===== config.mk =====
export PLATFORM = sky130hd
export DESIGN_NAME = rss_seq
export DESIGN_NICKNAME = d
export VERILOG_FILES = /design/src/rtl/rss_pkg.sv /design/src/rtl/rss_seq.sv
export SDC_FILE = /design/constraint.sdc
export NUM_CORES = 1
export LEC_CHECK = 0
export BUFFER_PORTS_ARGS = -buffer_cell sky130_fd_sc_hd__buf_2
export CAP_MARGIN = 25
export CORE_MARGIN = 5
export CORE_UTILIZATION = 58
export CTS_CLUSTER_SIZE = 24
export DETAILED_ROUTE_END_ITERATION = 16
export PLACE_DENSITY = 0.82
export SLEW_MARGIN = 20
export SYNTH_ARGS = -nofsm -noshare
export SYNTH_HDL_FRONTEND = slang
export SYNTH_SLANG_ARGS = --single-unit
export TNS_END_PERCENT = 20

===== constraint.sdc =====
create_clock -name clock_i -period 4.1 [get_ports clock_i]
set_input_delay 0.615 -clock clock_i [delete_from_list [all_inputs] [get_ports clock_i]]
set_output_delay 0.615 -clock clock_i [all_outputs]
set_load 0.05 [all_outputs]

===== src/rtl/rss_pkg.sv =====
// Constants and types shared by the reset and strap sequencer
package rss_pkg;
  // Width of the strap option bus
  localparam int unsigned STRAP_W = 8;
  // Clock rate in kHz, period 10 ns
  localparam int unsigned CLK_KHZ = 100000;
  // Wait-state count before bus start; from reset-out release to the
  // first bus enable takes this plus three cycles (release, run, flop)
  localparam logic [3:0] BUS_START_CYC = 4'h4;
  // Delay from first PCI activity to ISA activity in ISA mode
  localparam logic [3:0] ISA_AFTER_PCI_CYC = 4'h4;
  // Open-loop PCI PLL rate during reset, in kHz
  localparam int unsigned PLL_OPEN_KHZ = 250;
  // Half period of the open-loop PLL clock in system clocks
  localparam int unsigned PLL_HALF_CYC = CLK_KHZ / (2 * PLL_OPEN_KHZ);
  // Counter width for the open-loop divider
  localparam int unsigned PLL_CNT_W = 8;
  // Reset value of the latched strap configuration
  localparam logic [STRAP_W-1:0] STRAP_RST = 8'h00;
  // Strap bit that selects local bus mode when high
  localparam int unsigned STRAP_LB_BIT = 0;
  // Sequencer states
  typedef enum logic [2:0] {
    RSS_HOLD,
    RSS_LATCH,
    RSS_RELEASE,
    RSS_WAIT,
    RSS_RUN
  } rss_state_t;
endpackage


===== src/rtl/rss_seq.sv =====
// Cold and warm reset sequencer with strap sampling and bus start ordering
// Notes on behaviour
// - Sample straps every cycle while reset held low
// - Bus starts a few cycles after release
// - ISA mode: PCI activity precedes ISA activity
// - Local bus mode: no PCI, flash first
// - Warm reset follows the same sequence
// - PCI PLL open loop, slow, during reset
`timescale 1ns/10ps
module rss_seq (
  // Clock and reset
  input wire logic clock_i,
  input wire logic rst_n_i,
  // Board reset source and strap pins
  input wire logic system_reset_in_n,
  input wire logic [rss_pkg::STRAP_W-1:0] strap_i,
  // Reset output and latched configuration
  output logic system_reset_out_n,
  output logic [rss_pkg::STRAP_W-1:0] strap_cfg_o,
  // Bus start-up enables
  output logic pci_en_o,
  output logic isa_en_o,
  output logic flash_en_o,
  // PCI PLL control
  output logic pll_open_loop_o,
  output logic pll_slow_clk_o
);
  import rss_pkg::*;

  // Sequencer state
  rss_state_t state_ff, nxt_state;
  // Straps sampled while reset input is low
  logic [STRAP_W-1:0] strap_smp_ff;
  // Straps latched into configuration
  logic [STRAP_W-1:0] strap_cfg_ff;
  // Cycle counter for start-up delays
  logic [3:0] cnt_ff;
  // Registered outputs
  logic rst_out_ff, pci_ff, isa_ff, flash_ff;
  // Open-loop divider
  logic [PLL_CNT_W-1:0] pll_cnt_ff;
  logic pll_clk_ff;

  // Decoded conditions
  wire in_reset = ~system_reset_in_n;
  wire local_mode = strap_cfg_ff[STRAP_LB_BIT];
  wire cnt_done = (cnt_ff == BUS_START_CYC);
  wire isa_done = (cnt_ff == ISA_AFTER_PCI_CYC);
  wire pll_wrap = (pll_cnt_ff == PLL_CNT_W'(PLL_HALF_CYC - 1));

  // Next state; any low on the reset input restarts the sequence,
  // which makes a warm reset identical to a cold one
  always_comb begin
    nxt_state = state_ff;
    if (in_reset) begin
      nxt_state = RSS_HOLD;
    end else begin
      unique case (state_ff)
        RSS_HOLD: nxt_state = RSS_LATCH;
        RSS_LATCH: nxt_state = RSS_RELEASE;
        RSS_RELEASE: nxt_state = RSS_WAIT;
        RSS_WAIT: begin
          if (cnt_done) begin
            nxt_state = RSS_RUN;
          end
        end
        RSS_RUN: nxt_state = RSS_RUN;
        default: nxt_state = RSS_HOLD;
      endcase
    end
  end

  // State register
  always_ff @(posedge clock_i or negedge rst_n_i) begin
    if (!rst_n_i) begin
      state_ff <= RSS_HOLD;
    end else begin
      state_ff <= nxt_state;
    end
  end

  // Continuous strap sampling while the reset input is low
  always_ff @(posedge clock_i or negedge rst_n_i) begin
    if (!rst_n_i) begin
      strap_smp_ff <= STRAP_RST;
    end else if (in_reset) begin
      strap_smp_ff <= strap_i;
    end
  end

  // Latch the sampled straps once, after the reset input rises;
  // the board keeps the pins stable so the last sample is valid
  always_ff @(posedge clock_i or negedge rst_n_i) begin
    if (!rst_n_i) begin
      strap_cfg_ff <= STRAP_RST;
    end else if (state_ff == RSS_LATCH) begin
      strap_cfg_ff <= strap_smp_ff;
    end
  end

  // Reset output: high only from the release state onward
  always_ff @(posedge clock_i or negedge rst_n_i) begin
    if (!rst_n_i) begin
      rst_out_ff <= 1'b0;
    end else begin
      rst_out_ff <= (nxt_state == RSS_RELEASE) || (nxt_state == RSS_WAIT)
        || (nxt_state == RSS_RUN);
    end
  end

  // Start-up counter, cleared on entering wait and on entering run
  always_ff @(posedge clock_i or negedge rst_n_i) begin
    if (!rst_n_i) begin
      cnt_ff <= 4'h0;
    end else if (state_ff != nxt_state) begin
      cnt_ff <= 4'h0;
    end else if (!cnt_done || state_ff == RSS_RUN && !isa_done) begin
      cnt_ff <= cnt_ff + 4'h1;
    end
  end

  // Bus enables: PCI first, ISA later, flash only in local bus mode
  always_ff @(posedge clock_i or negedge rst_n_i) begin
    if (!rst_n_i) begin
      pci_ff <= 1'b0;
      isa_ff <= 1'b0;
      flash_ff <= 1'b0;
    end else if (in_reset || state_ff != RSS_RUN) begin
      pci_ff <= 1'b0;
      isa_ff <= 1'b0;
      flash_ff <= 1'b0;
    end else if (local_mode) begin
      pci_ff <= 1'b0;
      isa_ff <= 1'b0;
      flash_ff <= 1'b1;
    end else begin
      pci_ff <= 1'b1;
      isa_ff <= pci_ff && (isa_ff || isa_done);
      flash_ff <= 1'b0;
    end
  end

  // Open-loop PLL divider runs only while the reset input is low;
  // a coarse rate is fine since nothing is clocked from it in reset
  always_ff @(posedge clock_i or negedge rst_n_i) begin
    if (!rst_n_i) begin
      pll_cnt_ff <= '0;
      pll_clk_ff <= 1'b0;
    end else if (!in_reset) begin
      pll_cnt_ff <= '0;
      pll_clk_ff <= 1'b0;
    end else if (pll_wrap) begin
      pll_cnt_ff <= '0;
      pll_clk_ff <= ~pll_clk_ff;
    end else begin
      pll_cnt_ff <= pll_cnt_ff + PLL_CNT_W'(1);
    end
  end

  // Output drives
  assign system_reset_out_n = rst_out_ff;
  assign strap_cfg_o = strap_cfg_ff;
  assign pci_en_o = pci_ff;
  assign isa_en_o = isa_ff;
  assign flash_en_o = flash_ff;
  assign pll_open_loop_o = in_reset;
  assign pll_slow_clk_o = pll_clk_ff;
endmodule // rss_seq


Word-level counts from Yosys, hierarchy flattened
Cells that the tools add are included.
{ "classes": {"muxes": 15, "bitwise_logic": 2, "add_sub_neg": 2, "n_eq_ne": 11, "reduce_logical": 11} }
{ "ops": {"columns": ["operator", "n"], "rows": [
  ["two-way mux 8 bit", 2],
  ["case mux 3 bit (5 select lines)", 1],
  ["equality test 3 x 2 -> 1 bit, second input constant", 4],
  ["adder 8 x 1 -> 8 bit, second input constant", 1],
  ["equality test 8 bit, second input constant", 1],
  ["two-way mux 1 bit", 8],
  ["two-way mux 4 bit", 2],
  ["equality test 3 bit, second input constant", 2],
  ["two-way mux 3 bit", 2],
  ["logical OR 1 bit", 5],
  ["adder 4 x 1 -> 4 bit, second input constant", 1],
  ["equality test 4 x 3 -> 1 bit, second input constant", 1],
  ["nonzero test 2 bit", 2],
  ["equality test 3 x 1 -> 1 bit, second input constant", 1],
  ["logical NOT 3 bit", 1],
  ["!= test 3 bit", 1],
  ["!= test 3 bit, second input constant", 1],
  ["logical AND 1 bit", 2],
  ["inverter 1 bit", 2],
  ["logical NOT 1 bit", 1]
]} }
{ "word_totals": {"ff_bits": 36, "word_cells": 51, "out_inout_bits": 14, "inputBits": 11} }

Logic depth before layout (Yosys ltp)
Gate-level depths: netlist of the first run.
{ "logic_depth": {"word_depth": 7, "ltp_mapped": 5, "depth_no_buf": 5} }

Worst setup path after synthesis of the first run
OpenSTA, ideal clock, no wires.
{ "synth_timing": {"path_kind": "in2out", "startpoint": "input system_reset_in_n", "endpoint": "output pll_open_loop_o", "required_time_ns": 3.485, "path_buffers": 1, "path_slack_ns": 2.418, "cell_stages": 2, "arrival_ns": 1.067, "cell_sequence": "buf_6 inv_1"} }
{ "synth_between": {"elab_chain_len": 1} }
{ "synth_lines": {"columns": ["element", "line_no", "rtl"], "rows": [
  ["from (decl)", "rss_seq.sv:15", "input wire logic system_reset_in_n,"],
  ["inverter 1 bit", "rss_seq.sv:45", "wire in_reset = ~system_reset_in_n;"],
  ["to (decl)", "rss_seq.sv:25", "output logic pll_open_loop_o,"]
]} }
Every way passes these cells.

Final worst setup path of the first run
Ends and elaborated chain as after synthesis.

==> impl_metrics.yaml, run 1 <==
worst_hold_path:
  hold_path.class: "in -> async"
grt:
  use_met1_pct: 20.5
  grt_use_met3_pct: 6.71
  antenna_found_initial: 0
  grt_usage_pct: 17.0
  first_global_vias: 1015
  grt_first_pass_wirelength_um: 4500
  grt_max_degree: 37
  met2_usage_pct: 27.6
  grt.busiest_layer: "met2"
  overflow: 0
route:
  num_vias: 994
  viasPerCell: 5.46
  drt-pass1-iter-count: 4
  drtIter0Drc: 20
  avgRoutedWirePerCell_um: 14.9
  wl_um: 2720
  drc: 0
  ant_nets: 0
worst_setup_path:
  critPathMaxStageDelay_ps: 340
  criticalPathCategory: "in -> out"
  cp_slowest_cell: "buf_2"
  worst_ep_required_time_ps: 3480
  cp_max_fo: 20
  setup.worst_path.start_class: "primary input"
  crit_path_end_kind: "primary output"
  cp_top_family: "buffers and inverters"
  cp_common_cell: "buf_2"
  worst_ep_arrival_time_ps: 1330
  path_cells: "buf_2, inv_1, buf_2"
  crit_buf_inv: 3
synthesis:
  synth-seq-area-share_pct: 59.2
  netlist_area_mm2: 0.00152
  synth-seq-cells: 36
  syn_inst: 123
  syn_nets: 137
  synth_cell_type_count: 27
  yosysWarnings: 0
  synth_area_per_cell_um2: 12.4
clocking:
  cts-root-buf: "clkbuf_4"
  cts_tree: "yes"
  holdBufCountCts: 0
  cts_max_level: 2
  numClockSinks: 36
  cts-buffers-inserted: 5
  clock_latency_ps: 340
  cts_resized: 0
  path_clk_slew_ps: 110
  cts_buffer_depth: 2
  post_cts_buffers: 0
final_layout:
  seq_area_um2: 901
  finalInstanceArea_mm2: 0.00173
  multiInputGateArea_um2: 582
  fillers: 198
  instances_no_fill: 182
  drive_above_1_share_pct: 32.2
  diodes: 0
  syn_to_final_growth_pct: 13.8
  fin_nets: 165
floorplan:
  die_x_um: 61.2
  initial_core_util_pct: 60.9
  die_h_um: 61.2
  rows: 18
  dieArea_mm2: 0.00375
  io_pins: 25
  core_mm2: 0.00250
power:
  total_power_uw: 834
  p_per_area_mw_per_mm2: 481
  leakagePower_nw: 0.819
  ir_worst_vdd_uv: 379
sta:
  hold_violations: 0
  fin_crit_sh_pct: 47.4
  rsz0062_at_grt: "false"
  tightest_slew_ps: 783
  worst_hold_slack_ps: 342
  maxSlewHeadroom_pct: 47.7
  finalSetupTns_ps: 0
  period_minus_slack_ps: 1940
  finalSetupViolations: 0
  finClkSkew_ps: 9.09
  final_max_slew_viol_count: 0
  max_freq_ghz: 0.515
placement:
  port_buffers: 24
  dp_hpwl_um: 1960
  placedCellCount: 174
  placed_area_mm2: 0.00165
  gp_congestion: 0.806
status:
  outcome: "finished clean"
run:
  max_cap_violations: 0
placed cells by master (no fill, tap or decap), types with 2 or more instances in the layout:
cell type and count:
a21oi_1 5, a32o_1 2, and3_1 3, buf_2 24
clkbuf_4 5, dfrtp_1 36, ha_1 3, inv_1 3
mux2_2 17, nand2_1 4, nand3_1 4, nand4_1 2
nor2_1 11, nor2b_1 3, nor3_1 2, o21a_1 2
o21ai_0 6, or3_1 5, xnor2_1 3, xor2_1 2
layout make-up:
class,instances,share of cell area (%)
sequential,36,52.0
multi-input combinational,81,33.6
timing repair buffer,24,6.94
clock inverter,3,2.46
clock buffer,5,2.17
tap,30,2.17
inverter,3,0.650
layer usage:
layer  vias to the layer above  part of all wire [%]
met4                         0                   1.6
met5                         -                     0
li1                        491                     -
met1                       475                    44
met3                         6                   5.5
met2                        22                    49
power breakdown:
part	switching [mW]	internal, mW
Combinational	0.123	0.0533
Sequential	0.0222	0.390
Clock	0.118	0.127
Total	0.263	0.571
cells in the mapped netlist, drive strengths merged:
cell type   n  share of area [%]
a21oi       5                1.6
a22o        1               0.58
a31oi       1               0.41
a32o        2                1.3
and2        1               0.41
and3        3                1.2
and3b       1               0.58
buf         3                1.8
dfrtp      36                 59
ha          3                2.5
inv         3               0.74
mux2       17                 13
nand2       4               0.99
nand2b      1               0.41
nand3       4                1.3
nand3b      1               0.49
nand4       2               0.82
nor2       11                2.7
nor2b       3                1.2
nor3        2               0.66
nor3b       1               0.49
o21a        2               0.99
o21ai       6                2.0
or3         5                2.1
xnor2       3                1.7
xor2        2                1.2
registers in the layout (all words and copies together) (netlist names):
register	flops
strap_cfg_o	8
state_ff	3
cnt_ff	4
flash_en_o	1
pci_en_o	1
pll_cnt_ff	8
system_reset_out_n	1
pll_slow_clk_o	1
strap_smp_ff	8
isa_en_o	1
logic make-up (layout without fill, tap and decap cells):
group	count (synthesis)	after routing	synth area share, %
simple gates	39	39	13.4
flops	36	36	59.2
compound gates	17	17	6.91
mux	17	17	12.6
buf+inv	6	35	2.55
xor+xnor	5	5	2.88
fa+ha+maj	3	3	2.47
path summary, 6_finish.rpt:
kind | from | end | slack, ps | cells after the start
setup / recovery | system_reset_in_n | pll_open_loop_o | 2160 | 3
hold / removal | rst_n_i | strap_smp_ff[7] | 340 | 1
setup reg to reg | state_ff[2] | strap_cfg_o[0] | 2260 | 3
hold reg to reg | pll_cnt_ff[0] | pll_cnt_ff[0] | 460 | 1
max in group asynchronous | rst_n_i | strap_cfg_o[1] | 3270 | 1
min in group clock_i | pll_cnt_ff[0] | pll_cnt_ff[0] | 460 | 1
per-stage QoR:
| stage | setup WS [ps] | utilization, % |
|---|---|---|
| after floorplan | 2420 | - |
| after global placement | 2170 | 66.1 |
| after detailed placement | 2170 | 66.1 |
| after CTS | 2170 | 69.3 |
| after global routing | 2090 | 69.3 |
| final | 2160 | 69.3 |
Power figures use the tool's default switching activity.
==> run 2: changes to the inputs <==
--- a/config.mk
+++ b/config.mk
@@ -8,10 +8,10 @@
 export BUFFER_PORTS_ARGS = -buffer_cell sky130_fd_sc_hd__buf_2
 export CAP_MARGIN = 25
 export CORE_MARGIN = 5
-export CORE_UTILIZATION = 58
+export CORE_UTILIZATION = 54
 export CTS_CLUSTER_SIZE = 24
 export DETAILED_ROUTE_END_ITERATION = 16
-export PLACE_DENSITY = 0.82
+export PLACE_DENSITY = 0.77
 export SLEW_MARGIN = 20
 export SYNTH_ARGS = -nofsm -noshare
 export SYNTH_HDL_FRONTEND = slang
==> constraint.sdc (replaced) <==
create_clock -name clock_i -period 2 [get_ports clock_i]
set_input_delay 0.3 -clock clock_i [delete_from_list [all_inputs] [get_ports clock_i]]
set_output_delay 0.3 -clock clock_i [all_outputs]
set_load 0.05 [all_outputs]
==> impl_metrics.yaml, run 2 (synthesis results as in run 1) <==
status:
  outcome: "finished clean"
grt:
  overflow: 0
  grt_max_degree: 37
  antenna_found_initial: 0
  first_global_vias: 1104
  grt_usage_pct: 15.2
  grt_first_pass_wirelength_um: 4750
route:
  drt-pass1-iter-count: 4
  wl_um: 2600
  drc: 0
  drtIter0Drc: 16
  num_vias: 1055
  viasPerCell: 5.73
  avgRoutedWirePerCell_um: 14.1
  ant_nets: 0
placement:
  placedCellCount: 176
  gp_congestion: 0.780
  dp_hpwl_um: 1840
  port_buffers: 24
  placed_area_mm2: 0.00166
power:
  seqPwrFrac_pct: 52.6
  p_per_area_mw_per_mm2: 936
  p_switching_uw: 532
  leakagePower_nw: 0.821
  internal-power_mw: 1.08
  p_comb_share_pct: 22.3
  clkPwrFrac_pct: 25.1
  ir_worst_vdd_uv: 797
  swShare_pct: 33.0
clocking:
  post_cts_buffers: 0
  cts-root-buf: "clkbuf_4"
  holdBufCountCts: 0
  numClockSinks: 36
  path_clk_slew_ps: 100
  cts_buffer_depth: 2
  cts_max_level: 2
  cts_tree: "yes"
  cts_resized: 0
  clock_latency_ps: 340
  cts-buffers-inserted: 5
final_layout:
  multiInputGateArea_um2: 582
  drive_above_1_share_pct: 32.7
  seq_area_um2: 901
  finalInstanceArea_mm2: 0.00172
  instances_no_fill: 184
  fin_nets: 166
  final_cell_mix: "dfrtp_1, buf_2, mux2_2"
  mostFrequentLayoutCell: "dfrtp_1"
  diodes: 0
  syn_to_final_growth_pct: 13.2
  fillers: 206
worst_setup_path:
  criticalPathCategory: "reg -> reg"
  setup.worst_path.start_class: "register"
  cp_top_family: "simple AND/OR/NAND/NOR gates"
  worst_ep_required_time_ps: 2240
  r2r_cells: 5
  worst_ep_arrival_time_ps: 1710
  crit_path_end_kind: "register"
  crit_buf_inv: 1
  path_cells: "inv_1, ha_1, and3b_1, and3_1, a22o_1"
  crit_cells: 5
  cp_max_fo: 6
  critPathMaxStageDelay_ps: 420
  cp_slowest_cell: "dfrtp_1"
worst_hold_path:
  hold_path.class: "in -> async"
floorplan:
  io_pins: 25
  initial_core_util_pct: 55.7
  die_x_um: 63.1
  rows: 19
  core_mm2: 0.00273
  die_h_um: 63.1
  dieArea_mm2: 0.00398
sta:
  period_minus_slack_ps: 1470
  maxSlewHeadroom_pct: 49.1
  final_max_slew_viol_count: 0
  finalSetupTns_ps: 0
  finalSetupViolations: 0
  fin_crit_sh_pct: 73.5
  tightest_slew_ps: 764
  finClkSkew_ps: 2.44
  max_freq_ghz: 0.680
  hold_violations: 0
  rsz0062_at_grt: "false"
run:
  max_cap_violations: 0
==> run 2: final cells by class <==
cell class,instances,share of cell area (%)
multi-input cells,81,33.8
inverters,3,0.654
repair buffers,25,7.41
clock buffers,6,2.98
well taps,31,2.25
clock inverters,2,0.581
flip-flops and latches,36,52.3
==> run 2: power by group through the flow <==
stage | logic [mW] | clock network [mW] | registers, mW
2_1_floorplan | 0.114 | 0 | 1.01
3_3_place_gp | 0.358 | 0 | 0.857
3_5_place_dp | 0.363 | 0 | 0.862
4_1_cts | 0.364 | 0.419 | 0.848
5_1_grt | 0.384 | 0.452 | 0.860
6_report | 0.360 | 0.404 | 0.847
==> run 2: path summary, 6_finish.rpt <==
check / end / slack, ps / from
worst max-delay path: cnt_ff[0] / 530 / cnt_ff[0]
worst min-delay path: cnt_ff[0] / 20 / rst_n_i
worst max register to register: cnt_ff[0] / 530 / cnt_ff[0]
worst min register to register: pll_cnt_ff[0] / 460 / pll_cnt_ff[0]
max in group asynchronous: flash_en_o / 1490 / rst_n_i
min in group clock_i: strap_smp_ff[3] / 190 / strap_i[3]
==> run 2: stage by stage <==
step	setup slack (ps)	utilization (%)	hold WS, ps	total power, mW
final	530	63.0	19.9	1.61
after global routing	418	63.0	73.2	1.70
after CTS	525	63.0	40.3	1.63
after detailed placement	546	60.7	422	1.22
after global placement	567	60.7	406	1.22
after floorplan	664	-	4.41	1.13
==> run 2: per-layer routing <==
metal  part of all wire [%]  GRT usage [%]  up-vias
met2                     47           24.4       35
met1                     45           17.6      522
met5                      0              0        -
met4                    2.7           8.22        0
met3                    5.8           5.51        8
li1                       -              -      490
